<file path="config.mk">
export PLATFORM = sky130hd
export DESIGN_NAME = sbtc_top
export DESIGN_NICKNAME = d
export VERILOG_FILES = /design/src/logic/sbtc_pkg.sv /design/src/logic/sbtc_top.sv /design/src/logic/sbtc_edge_sync.sv
export SDC_FILE = /design/constraint.sdc
export NUM_CORES = 1
export LEC_CHECK = 0
export BUFFER_PORTS_ARGS = -buffer_cell sky130_fd_sc_hd__clkbuf_2
export CAP_MARGIN = 15
export CORE_MARGIN = 2
export CORE_UTILIZATION = 53
export CTS_CLUSTER_DIAMETER = 150
export CTS_CLUSTER_SIZE = 40
export DETAILED_ROUTE_END_ITERATION = 12
export MAX_ROUTING_LAYER = met4
export PLACE_DENSITY = 0.83
export REMOVE_ABC_BUFFERS = 1
export SLEW_MARGIN = 30
export SYNTH_ARGS = -nofsm -noshare
export SYNTH_HDL_FRONTEND = slang
export SYNTH_SLANG_ARGS = --single-unit
</file>
<file path="constraint.sdc">
create_clock -name aclk -period 2.3 [get_ports aclk]
set_input_delay 0.46 -clock aclk [delete_from_list [all_inputs] [get_ports aclk]]
set_output_delay 0.46 -clock aclk [all_outputs]
set_load 0.01 [all_outputs]
</file>
<file path="src/logic/sbtc_pkg.sv">
package sbtc_pkg;
  // byte addresses of the register words (layout chosen for the bus)
  localparam logic [4:0] ADDR_CONTROL = 5'h00;
  localparam logic [4:0] ADDR_COUNT_LOW = 5'h04;
  localparam logic [4:0] ADDR_COUNT_HIGH = 5'h08;
  localparam logic [4:0] ADDR_FLAGS = 5'h0C;
  localparam logic [4:0] ADDR_PORT_C = 5'h10;
  // control and flags field positions
  localparam int BIT_WIDE = 7;
  localparam int BIT_UNUSED = 6;
  localparam int BIT_DIV_HI = 5;
  localparam int BIT_DIV_LO = 4;
  localparam int BIT_OSC_EN = 3;
  localparam int BIT_SYNC_BYP = 2;
  localparam int BIT_CLK_SEL = 1;
  localparam int BIT_RUN = 0;
  localparam int BIT_OVF = 0;
  // values after reset, and the control write mask
  localparam logic [7:0] CONTROL_RESET = 8'h00;
  localparam logic [7:0] CONTROL_MASK = 8'hBF;
  localparam logic [15:0] COUNT_RESET = 16'h0000;
  localparam logic [1:0] PORT_DIR_RESET = 2'h3;
  // internal clock is the system clock divided by four
  localparam logic [1:0] INT_DIV_LAST = 2'h3;
  localparam logic [1:0] RESP_OKAY = 2'h0;
  localparam logic [1:0] RESP_SLVERR = 2'h2;
  typedef enum logic [1:0] {SBTC_TIMER, SBTC_SYNC_CNT, SBTC_ASYNC_CNT} sbtc_mode_e;
endpackage

</file>
<file path="src/logic/sbtc_top.sv">
`timescale 1ns/1ps
module sbtc_top
(
  input wire logic aclk,
  input wire logic aresetn,
  input wire logic [4:0] s_axi_awaddr,
  input wire logic [2:0] s_axi_awprot,
  input wire logic s_axi_awvalid,
  output logic s_axi_awready,
  input wire logic [31:0] s_axi_wdata,
  input wire logic [3:0] s_axi_wstrb,
  input wire logic s_axi_wvalid,
  output logic s_axi_wready,
  output logic [1:0] s_axi_bresp,
  output logic s_axi_bvalid,
  input wire logic s_axi_bready,
  input wire logic [4:0] s_axi_araddr,
  input wire logic [2:0] s_axi_arprot,
  input wire logic s_axi_arvalid,
  output logic s_axi_arready,
  output logic [31:0] s_axi_rdata,
  output logic [1:0] s_axi_rresp,
  output logic s_axi_rvalid,
  input wire logic s_axi_rready,
  input wire logic ext_count_clock_pin,
  input wire logic osc_in_pin,
  input wire logic [1:0] port_c_pin_in,
  input wire logic compare_unit_reset,
  input wire logic sleep_mode,
  output logic osc_enable_out,
  output logic [1:0] port_c_input_force,
  output logic overflow_pulse
);
  logic [7:0] ctrl_q; // timer_control
  logic [7:0] low_q; // count_low_byte
  logic [7:0] high_q; // live high byte
  logic [7:0] hbuf_q; // count_high_buffer
  logic ovf_flag_q; // overflow_flag
  logic [1:0] port_dir_q; // port_c_direction bits 1:0
  logic [2:0] pre_q; // prescaler count
  logic [1:0] icyc_q; // instruction cycle divider
  logic [4:0] aw_q; // held write address
  logic aw_have_q;
  logic [31:0] w_q; // held write data
  logic [3:0] ws_q;
  logic w_have_q;
  logic osc_en_q;
  logic [1:0] force_q;
  logic ovf_q;
  sbtc_pkg::sbtc_mode_e mode;
  logic ext_src; // raw external source
  logic ext_rise_sync; // synchronised edge
  logic ext_last_q; // raw edge history for bypass path
  logic src_tick; // one source event
  logic pre_tick; // prescaled event
  logic [2:0] pre_last;
  logic wr_fire;
  logic rd_fire;
  logic wr_ok;
  logic wr_ctrl;
  logic wr_low;
  logic wr_high;
  logic wr_flags;
  logic wr_port;
  logic rd_low;
  logic [15:0] cnt;
  logic roll;
  logic [7:0] rd_byte;

  // crystal replaces the pin when enabled
  assign ext_src = ctrl_q[sbtc_pkg::BIT_OSC_EN] ? osc_in_pin : ext_count_clock_pin;

  sbtc_edge_sync u_sync
  (
    .aclk(aclk),
    .aresetn(aresetn),
    .raw_in(ext_src),
    .rise(ext_rise_sync)
  );

  // mode decode; sync bit ignored for internal source
  always_comb
  begin
    if (!ctrl_q[sbtc_pkg::BIT_CLK_SEL])
      mode = sbtc_pkg::SBTC_TIMER;
    else if (ctrl_q[sbtc_pkg::BIT_SYNC_BYP])
      mode = sbtc_pkg::SBTC_ASYNC_CNT;
    else
      mode = sbtc_pkg::SBTC_SYNC_CNT;
  end

  // bypass path: with one clock, edges are seen straight off the input
  // limitation: input is treated as synchronous, so bypass only trims latency
  always_ff @(posedge aclk)
  begin
    if (!aresetn)
      ext_last_q <= 1'b0;
    else
      ext_last_q <= ext_src;
  end

  // instruction clock = system clock / 4
  always_ff @(posedge aclk)
  begin
    if (!aresetn)
      icyc_q <= 2'h0;
    else
      icyc_q <= icyc_q + 2'h1;
  end

  always_comb
  begin
    unique case (mode)
      sbtc_pkg::SBTC_TIMER: src_tick = (icyc_q == sbtc_pkg::INT_DIV_LAST);
      sbtc_pkg::SBTC_SYNC_CNT: src_tick = ext_rise_sync;
      sbtc_pkg::SBTC_ASYNC_CNT: src_tick = ext_src & ~ext_last_q;
    endcase
  end

  // prescale select: last count value before a tick passes
  always_comb
  begin
    unique case (ctrl_q[sbtc_pkg::BIT_DIV_HI:sbtc_pkg::BIT_DIV_LO])
      2'h3: pre_last = 3'h7;
      2'h2: pre_last = 3'h3;
      2'h1: pre_last = 3'h1;
      2'h0: pre_last = 3'h0;
    endcase
  end
  assign pre_tick = src_tick && (pre_q == pre_last) && ctrl_q[sbtc_pkg::BIT_RUN];

  // prescaler cleared by low byte writes only
  always_ff @(posedge aclk)
  begin
    if (!aresetn || wr_low)
      pre_q <= 3'h0;
    else if (src_tick && ctrl_q[sbtc_pkg::BIT_RUN])
      pre_q <= (pre_q == pre_last) ? 3'h0 : pre_q + 3'h1;
  end

  // bus handshakes: address and data latch independently
  assign wr_fire = aw_have_q && w_have_q && !s_axi_bvalid;
  assign rd_fire = s_axi_arvalid && s_axi_arready;
  assign wr_ok = wr_fire && ws_q[0];
  assign wr_ctrl = wr_ok && (aw_q == sbtc_pkg::ADDR_CONTROL);
  assign wr_low = wr_ok && (aw_q == sbtc_pkg::ADDR_COUNT_LOW);
  assign wr_high = wr_ok && (aw_q == sbtc_pkg::ADDR_COUNT_HIGH);
  assign wr_flags = wr_ok && (aw_q == sbtc_pkg::ADDR_FLAGS);
  assign wr_port = wr_ok && (aw_q == sbtc_pkg::ADDR_PORT_C);
  assign rd_low = rd_fire && (s_axi_araddr == sbtc_pkg::ADDR_COUNT_LOW);

  // write address channel
  always_ff @(posedge aclk)
  begin
    if (!aresetn)
    begin
      aw_have_q <= 1'b0;
      aw_q <= 5'h00;
      s_axi_awready <= 1'b0;
    end
    else
    begin
      s_axi_awready <= !aw_have_q && !s_axi_awready;
      if (s_axi_awvalid && s_axi_awready)
      begin
        aw_have_q <= 1'b1;
        aw_q <= s_axi_awaddr;
        s_axi_awready <= 1'b0;
      end
      else if (wr_fire)
        aw_have_q <= 1'b0;
    end
  end

  // write data channel
  always_ff @(posedge aclk)
  begin
    if (!aresetn)
    begin
      w_have_q <= 1'b0;
      w_q <= 32'h00000000;
      ws_q <= 4'h0;
      s_axi_wready <= 1'b0;
    end
    else
    begin
      s_axi_wready <= !w_have_q && !s_axi_wready;
      if (s_axi_wvalid && s_axi_wready)
      begin
        w_have_q <= 1'b1;
        w_q <= s_axi_wdata;
        ws_q <= s_axi_wstrb;
        s_axi_wready <= 1'b0;
      end
      else if (wr_fire)
        w_have_q <= 1'b0;
    end
  end

  // write response; unmapped addresses answer with slave error
  always_ff @(posedge aclk)
  begin
    if (!aresetn)
    begin
      s_axi_bvalid <= 1'b0;
      s_axi_bresp <= sbtc_pkg::RESP_OKAY;
    end
    else if (wr_fire)
    begin
      s_axi_bvalid <= 1'b1;
      s_axi_bresp <= (aw_q > sbtc_pkg::ADDR_PORT_C || aw_q[1:0] != 2'h0)
        ? sbtc_pkg::RESP_SLVERR : sbtc_pkg::RESP_OKAY;
    end
    else if (s_axi_bready)
      s_axi_bvalid <= 1'b0;
  end

  // control register; bit 6 never stores
  always_ff @(posedge aclk)
  begin
    if (!aresetn)
      ctrl_q <= sbtc_pkg::CONTROL_RESET;
    else if (wr_ctrl)
      ctrl_q <= w_q[7:0] & sbtc_pkg::CONTROL_MASK;
  end

  assign cnt = {high_q, low_q};
  assign roll = pre_tick && (cnt == 16'hFFFF);

  // counter: software write first, then compare reset, then count
  always_ff @(posedge aclk)
  begin
    if (!aresetn)
    begin
      low_q <= sbtc_pkg::COUNT_RESET[7:0];
      high_q <= sbtc_pkg::COUNT_RESET[15:8];
    end
    else if (wr_low || wr_high)
    begin
      // write wins over compare reset
      if (wr_low)
        low_q <= w_q[7:0];
      if (wr_low && ctrl_q[sbtc_pkg::BIT_WIDE])
        high_q <= hbuf_q;
      else if (wr_high && !ctrl_q[sbtc_pkg::BIT_WIDE])
        high_q <= w_q[7:0];
    end
    else if (compare_unit_reset)
    begin
      low_q <= 8'h00;
      high_q <= 8'h00;
    end
    else if (pre_tick)
      {high_q, low_q} <= cnt + 16'h0001;
  end

  // high byte buffer: loaded by high byte writes and by low byte reads in wide mode
  always_ff @(posedge aclk)
  begin
    if (!aresetn)
      hbuf_q <= 8'h00;
    else if (wr_high && ctrl_q[sbtc_pkg::BIT_WIDE])
      hbuf_q <= w_q[7:0];
    else if (rd_low && ctrl_q[sbtc_pkg::BIT_WIDE])
      hbuf_q <= high_q;
  end

  // overflow flag: hardware set beats software clear; compare reset sets nothing
  always_ff @(posedge aclk)
  begin
    if (!aresetn)
      ovf_flag_q <= 1'b0;
    else if (roll)
      ovf_flag_q <= 1'b1;
    else if (wr_flags)
      ovf_flag_q <= w_q[sbtc_pkg::BIT_OVF];
  end

  // port direction bits for the two oscillator pins
  always_ff @(posedge aclk)
  begin
    if (!aresetn)
      port_dir_q <= sbtc_pkg::PORT_DIR_RESET;
    else if (wr_port)
      port_dir_q <= w_q[1:0];
  end

  // pin and oscillator outputs; sleep never gates the oscillator
  always_ff @(posedge aclk)
  begin
    if (!aresetn)
    begin
      osc_en_q <= 1'b0;
      force_q <= 2'h0;
      ovf_q <= 1'b0;
    end
    else
    begin
      osc_en_q <= ctrl_q[sbtc_pkg::BIT_OSC_EN] | (sleep_mode & osc_en_q);
      force_q <= ctrl_q[sbtc_pkg::BIT_OSC_EN] ? 2'h3 : port_dir_q;
      ovf_q <= roll;
    end
  end
  assign osc_enable_out = osc_en_q;
  assign port_c_input_force = force_q;
  assign overflow_pulse = ovf_q;

  // read mux; high address reads buffer in wide mode
  always_comb
  begin
    unique case (s_axi_araddr)
      sbtc_pkg::ADDR_CONTROL: rd_byte = ctrl_q;
      sbtc_pkg::ADDR_COUNT_LOW: rd_byte = low_q;
      sbtc_pkg::ADDR_COUNT_HIGH: rd_byte = ctrl_q[sbtc_pkg::BIT_WIDE] ? hbuf_q : high_q;
      sbtc_pkg::ADDR_FLAGS: rd_byte = {7'h00, ovf_flag_q};
      sbtc_pkg::ADDR_PORT_C:
        rd_byte = {6'h00, ctrl_q[sbtc_pkg::BIT_OSC_EN] ? 2'h0 : port_c_pin_in};
      default: rd_byte = 8'h00;
    endcase
  end

  // read channel: one cycle latency, held until rready
  always_ff @(posedge aclk)
  begin
    if (!aresetn)
    begin
      s_axi_arready <= 1'b0;
      s_axi_rvalid <= 1'b0;
      s_axi_rdata <= 32'h00000000;
      s_axi_rresp <= sbtc_pkg::RESP_OKAY;
    end
    else
    begin
      // ready whenever no answer is pending; never waits on arvalid, so no deadlock
      s_axi_arready <= !s_axi_rvalid;
      if (rd_fire)
      begin
        s_axi_arready <= 1'b0;
        s_axi_rvalid <= 1'b1;
        s_axi_rdata <= {24'h000000, rd_byte};
        s_axi_rresp <= (s_axi_araddr > sbtc_pkg::ADDR_PORT_C || s_axi_araddr[1:0] != 2'h0)
          ? sbtc_pkg::RESP_SLVERR : sbtc_pkg::RESP_OKAY;
      end
      else if (s_axi_rvalid && s_axi_rready)
      begin
        s_axi_rvalid <= 1'b0;
        s_axi_arready <= 1'b1;
      end
    end
  end

  property p_bit6_zero;
    @(posedge aclk) disable iff (!aresetn) ctrl_q[sbtc_pkg::BIT_UNUSED] == 1'b0;
  endproperty
  a_bit6_zero: assert property (p_bit6_zero) else $error("bit 6 set");

  property p_roll_flag;
    @(posedge aclk) disable iff (!aresetn)
      roll && !wr_low && !wr_high |=> ovf_flag_q && ovf_q && cnt == 16'h0000;
  endproperty
  a_roll_flag: assert property (p_roll_flag) else $error("overflow lost");

  property p_stop;
    @(posedge aclk) disable iff (!aresetn)
      !ctrl_q[sbtc_pkg::BIT_RUN] && !wr_low && !wr_high && !compare_unit_reset |=> $stable(cnt);
  endproperty
  a_stop: assert property (p_stop) else $error("counter moved while stopped");

  property p_cmp_reset;
    @(posedge aclk) disable iff (!aresetn) compare_unit_reset && !wr_low && !wr_high |=> cnt == 16'h0000;
  endproperty
  a_cmp_reset: assert property (p_cmp_reset) else $error("compare reset missed");

  property p_write_wins;
    @(posedge aclk) disable iff (!aresetn) wr_low && compare_unit_reset |=> low_q == $past(w_q[7:0]);
  endproperty
  a_write_wins: assert property (p_write_wins) else $error("write lost to reset");

  property p_wide_load;
    @(posedge aclk) disable iff (!aresetn)
      wr_low && ctrl_q[sbtc_pkg::BIT_WIDE] |=> high_q == $past(hbuf_q);
  endproperty
  a_wide_load: assert property (p_wide_load) else $error("high byte not loaded");

  property p_latch_high;
    @(posedge aclk) disable iff (!aresetn)
      rd_low && ctrl_q[sbtc_pkg::BIT_WIDE] && !wr_high |=> hbuf_q == $past(high_q);
  endproperty
  a_latch_high: assert property (p_latch_high) else $error("buffer not latched");

  property p_timer_rate;
    @(posedge aclk) disable iff (!aresetn)
      mode == sbtc_pkg::SBTC_TIMER && pre_tick |=> !pre_tick [*3];
  endproperty
  a_timer_rate: assert property (p_timer_rate) else $error("timer faster than sysclk/4");

  property p_pin_force;
    @(posedge aclk) disable iff (!aresetn) ctrl_q[sbtc_pkg::BIT_OSC_EN] |=> force_q == 2'h3;
  endproperty
  a_pin_force: assert property (p_pin_force) else $error("pins not forced");

  c_roll: cover property (@(posedge aclk) disable iff (!aresetn) roll);
  c_sync_tick: cover property (@(posedge aclk) disable iff (!aresetn)
    mode == sbtc_pkg::SBTC_SYNC_CNT && pre_tick);
  c_clash: cover property (@(posedge aclk) disable iff (!aresetn) wr_low && compare_unit_reset);
endmodule

</file>
<file path="src/logic/sbtc_edge_sync.sv">
`timescale 1ns/1ps
// two-flop synchronizer plus rising edge detector for the external count input
module sbtc_edge_sync
(
  input wire logic aclk,
  input wire logic aresetn,
  input wire logic raw_in,
  output logic rise
);
  logic meta_q; // first stage, read only by second stage
  logic sync_q; // second stage
  logic last_q; // previous synchronised level

  // synchroniser chain
  always_ff @(posedge aclk)
  begin
    if (!aresetn)
    begin
      meta_q <= 1'b0;
      sync_q <= 1'b0;
      last_q <= 1'b0;
    end
    else
    begin
      meta_q <= raw_in;
      sync_q <= meta_q;
      last_q <= sync_q;
    end
  end

  // edge taken only from the settled stages
  assign rise = sync_q & ~last_q;
endmodule

</file>
==> out/summary.txt <==
number of global-route vias before repair: 3397
antenna cells: 0
Syn Inst Count: 501
LEAKAGE: 1.69 nW
Finished Cell Area: 4590 µm²
initial cell density of the core: 53.8%
commonest register cell after synthesis: dfxtp_1
pre-CTS WS: 0.180 ns
Clk Latency, worst-skew pair: 0.34 ns
Clock Skews: 0.0108 ns
CTS H-tree depth: 3
Yosys reg bits: 77
FF/Latch Area: 1540 µm²
area delta synth->final: 12.3%
Synth area leader: dfxtp_1
Clk pwr share: 40.6%
setup slack after layout: 0.238 ns
filler instances: 707
status: finished, final reports clean
routed via count: 3845
final-report hold violation count: 0
total negative slack: 0 ns
clock root buffer: clkbuf_8
Tot Pwr: 2.77 mW
die width: 91.9 µm
worst hold slack: 0.344 ns
post-route ant nets: 0
Mean Syn Cell Area: 8.17 µm²
worst slew pin tran: 0.595 ns
initial antenna violation count: 0
TritonCTS Buffers: 9
utilization after layout: 60.4%
TritonRoute pass-1 iters: 5
register share of total power: 51.0%
Cell Area, Synth: 4090 µm²
DP Area: 4370 µm²
CTS tree: done
crit path max fanout: 10
most common cell in the netlist: dfxtp_1
largest net degree at the start of global routing: 51
area of the multi-input gates: 2310 µm²
# clock sinks: 77
Worst VDD drop: 0.477 mV
minimum clock period after layout: 2.06 ns
IO Count: 110
synth cell count leaders: dfxtp_1 (77), nand2_1 (66), a21oi_1 (51)
RSZ-0062 raised after global routing: no
FMAX: 0.485 GHz
Synth warnings: 0
crit start category: flop
DR iter-0 viols: 363
die area: 8440 µm²
GPL Wtd Cong: 0.939
DRC Markers: 0
first-pass GRT wire length: 16.7 mm
PD cells: 602 nW/µm²
Hold Buf Count CTS: 0
Post-synth EDFFs: 0
Total GRT Usage: 25.5%
core region area: 7610 µm²
routed wire length: 10.4 mm
GRT overflow: 0
largest cells by area after synthesis: dfxtp_1 (38%), a21oi_1 (6.2%), nand2_1 (6.1%)
Max-Cap Viols: 0
Setup violations, final: 0
crit share post-route: 89.6%
Max Root-Sink Buffers: 2
max-slew violations: 0
Finished Layout Cells: 661
placed cells: 645
Worst Path Arrival: 2.35 ns
worst min path class: in2reg
worst rel slew slack: 60.3%
Seq/Total Area, Yosys: 37.7%
Worst EP required: 2.59 ns
CP Capture Type: flop
Post-synth ARST share: 0%
vias per cell: 5.82
combinational share of power: 8.4%
critical path class: reg2reg
switch share: 25.2%
sw power: 698 µW
Cell Rows: 32
post-synth top area share: 37.7%
fin nets: 622
DPL Wire Length: 7.64 mm
synth unique cells: 72
Cell Int Power: 2.07 mW
Worst R2R Setup Slack: 0.24 ns
per-cell routed wire length: 15.7 µm
share of cells above drive strength 1: 17.5%
Worst-path clk slew: 0.08 ns
DIE HEIGHT: 91.9 µm
IO Port Bufs: 50
[cell type report]
class,count,share of cell area (%)
clock buffers,11,2.86
clock inverters,5,1.82
repair buffers,66,8.06
inverters,9,0.735
well taps,102,2.78
flip-flops and latches,77,33.6
multi-input cells,391,50.2
[timing repair]
| item | in CTS | in global routing |
|---|---|---|
| gates resized for setup | 0 | 2 |
| endpoints found under the setup margin | 0 | 7 |
| buffers inserted | 0 | 0 |
[layer usage]
metal / wire (µm) / vias up / global-route usage [%]
li1: - / 1864 / -
met1: 4400 / 1776 / 34.5
met2: 4860 / 183 / 39.3
met3: 915 / 22 / 3.62
met4: 207 / 0 / 8.71
met5: 0 / - / -
[logic make-up (layout without fill, tap and decap cells)]
family | count (synthesis) | in the layout | synth area share [%]
flops | 77 | 77 | 37.7
mux | 22 | 22 | 5.47
other cells | 1 | 26 | 0.0916
fa+ha+maj | 3 | 3 | 0.917
compound gates | 133 | 133 | 21.6
simple gates | 202 | 202 | 24.6
xor+xnor | 5 | 5 | 1.07
buf+inv | 58 | 91 | 8.53
[power groups by stage]
| stage | registers (mW) | clock network [mW] | logic (mW) |
|---|---|---|---|
| finish | 1.41 | 1.12 | 0.233 |
| global route | 1.41 | 1.20 | 0.259 |
| CTS | 1.41 | 1.13 | 0.228 |
| detailed placement | 1.44 | 0 | 0.227 |
| global placement | 1.44 | 0 | 0.223 |
| floorplan | 1.43 | 0 | 0.134 |
[placed cells by master (no fill, tap or decap), drive strengths merged, types with 3 or more instances in the layout]
master,n
nand3b,3
a211oi,12
nand2b,5
ha,3
a22oi,9
dfxtp,77
o21ai,21
o32a,3
a21oi,51
a221oi,7
mux2i,22
nand2,67
or3b,4
clkbuf,61
nand4,6
conb,26
nand3,26
buf,16
inv,9
or3,3
nor2,49
o22ai,7
and2,4
a31oi,3
nor2b,8
xor2,3
o211ai,3
nor3,8
[state kept, by name, indices dropped and copies added, names as in the netlist, 2 cells and up]
register            cells
aw_q                    5
port_dir_q              2
w_q                     8
hbuf_q                  8
port_c_input_force      2
ctrl_q                  7
icyc_q                  2
high_q                  8
low_q                   8
s_axi_rdata             8
pre_q                   3
[worst paths after layout]
| path | from | endpoint | depth (start not counted) |
|---|---|---|---|
| max reg2reg | ctrl_q[4] | low_q[6] | 6 |
| min | s_axi_wstrb[0] | ws_q[0] | 3 |
| min reg2reg | s_axi_rdata[3] | s_axi_rdata[3] | 2 |
| max | ctrl_q[4] | low_q[6] | 6 |
[worst max-delay path, stage by stage (launching register included)]
cell and delay [ns]:
dfxtp_1 0.43, or3b_1 0.38, a21oi_1 0.23, o211ai_1 0.29, a22oi_4 0.38, or2b_1 0.14
and4_1 0.17
No activity file was read; power rests on OpenSTA's default activity.
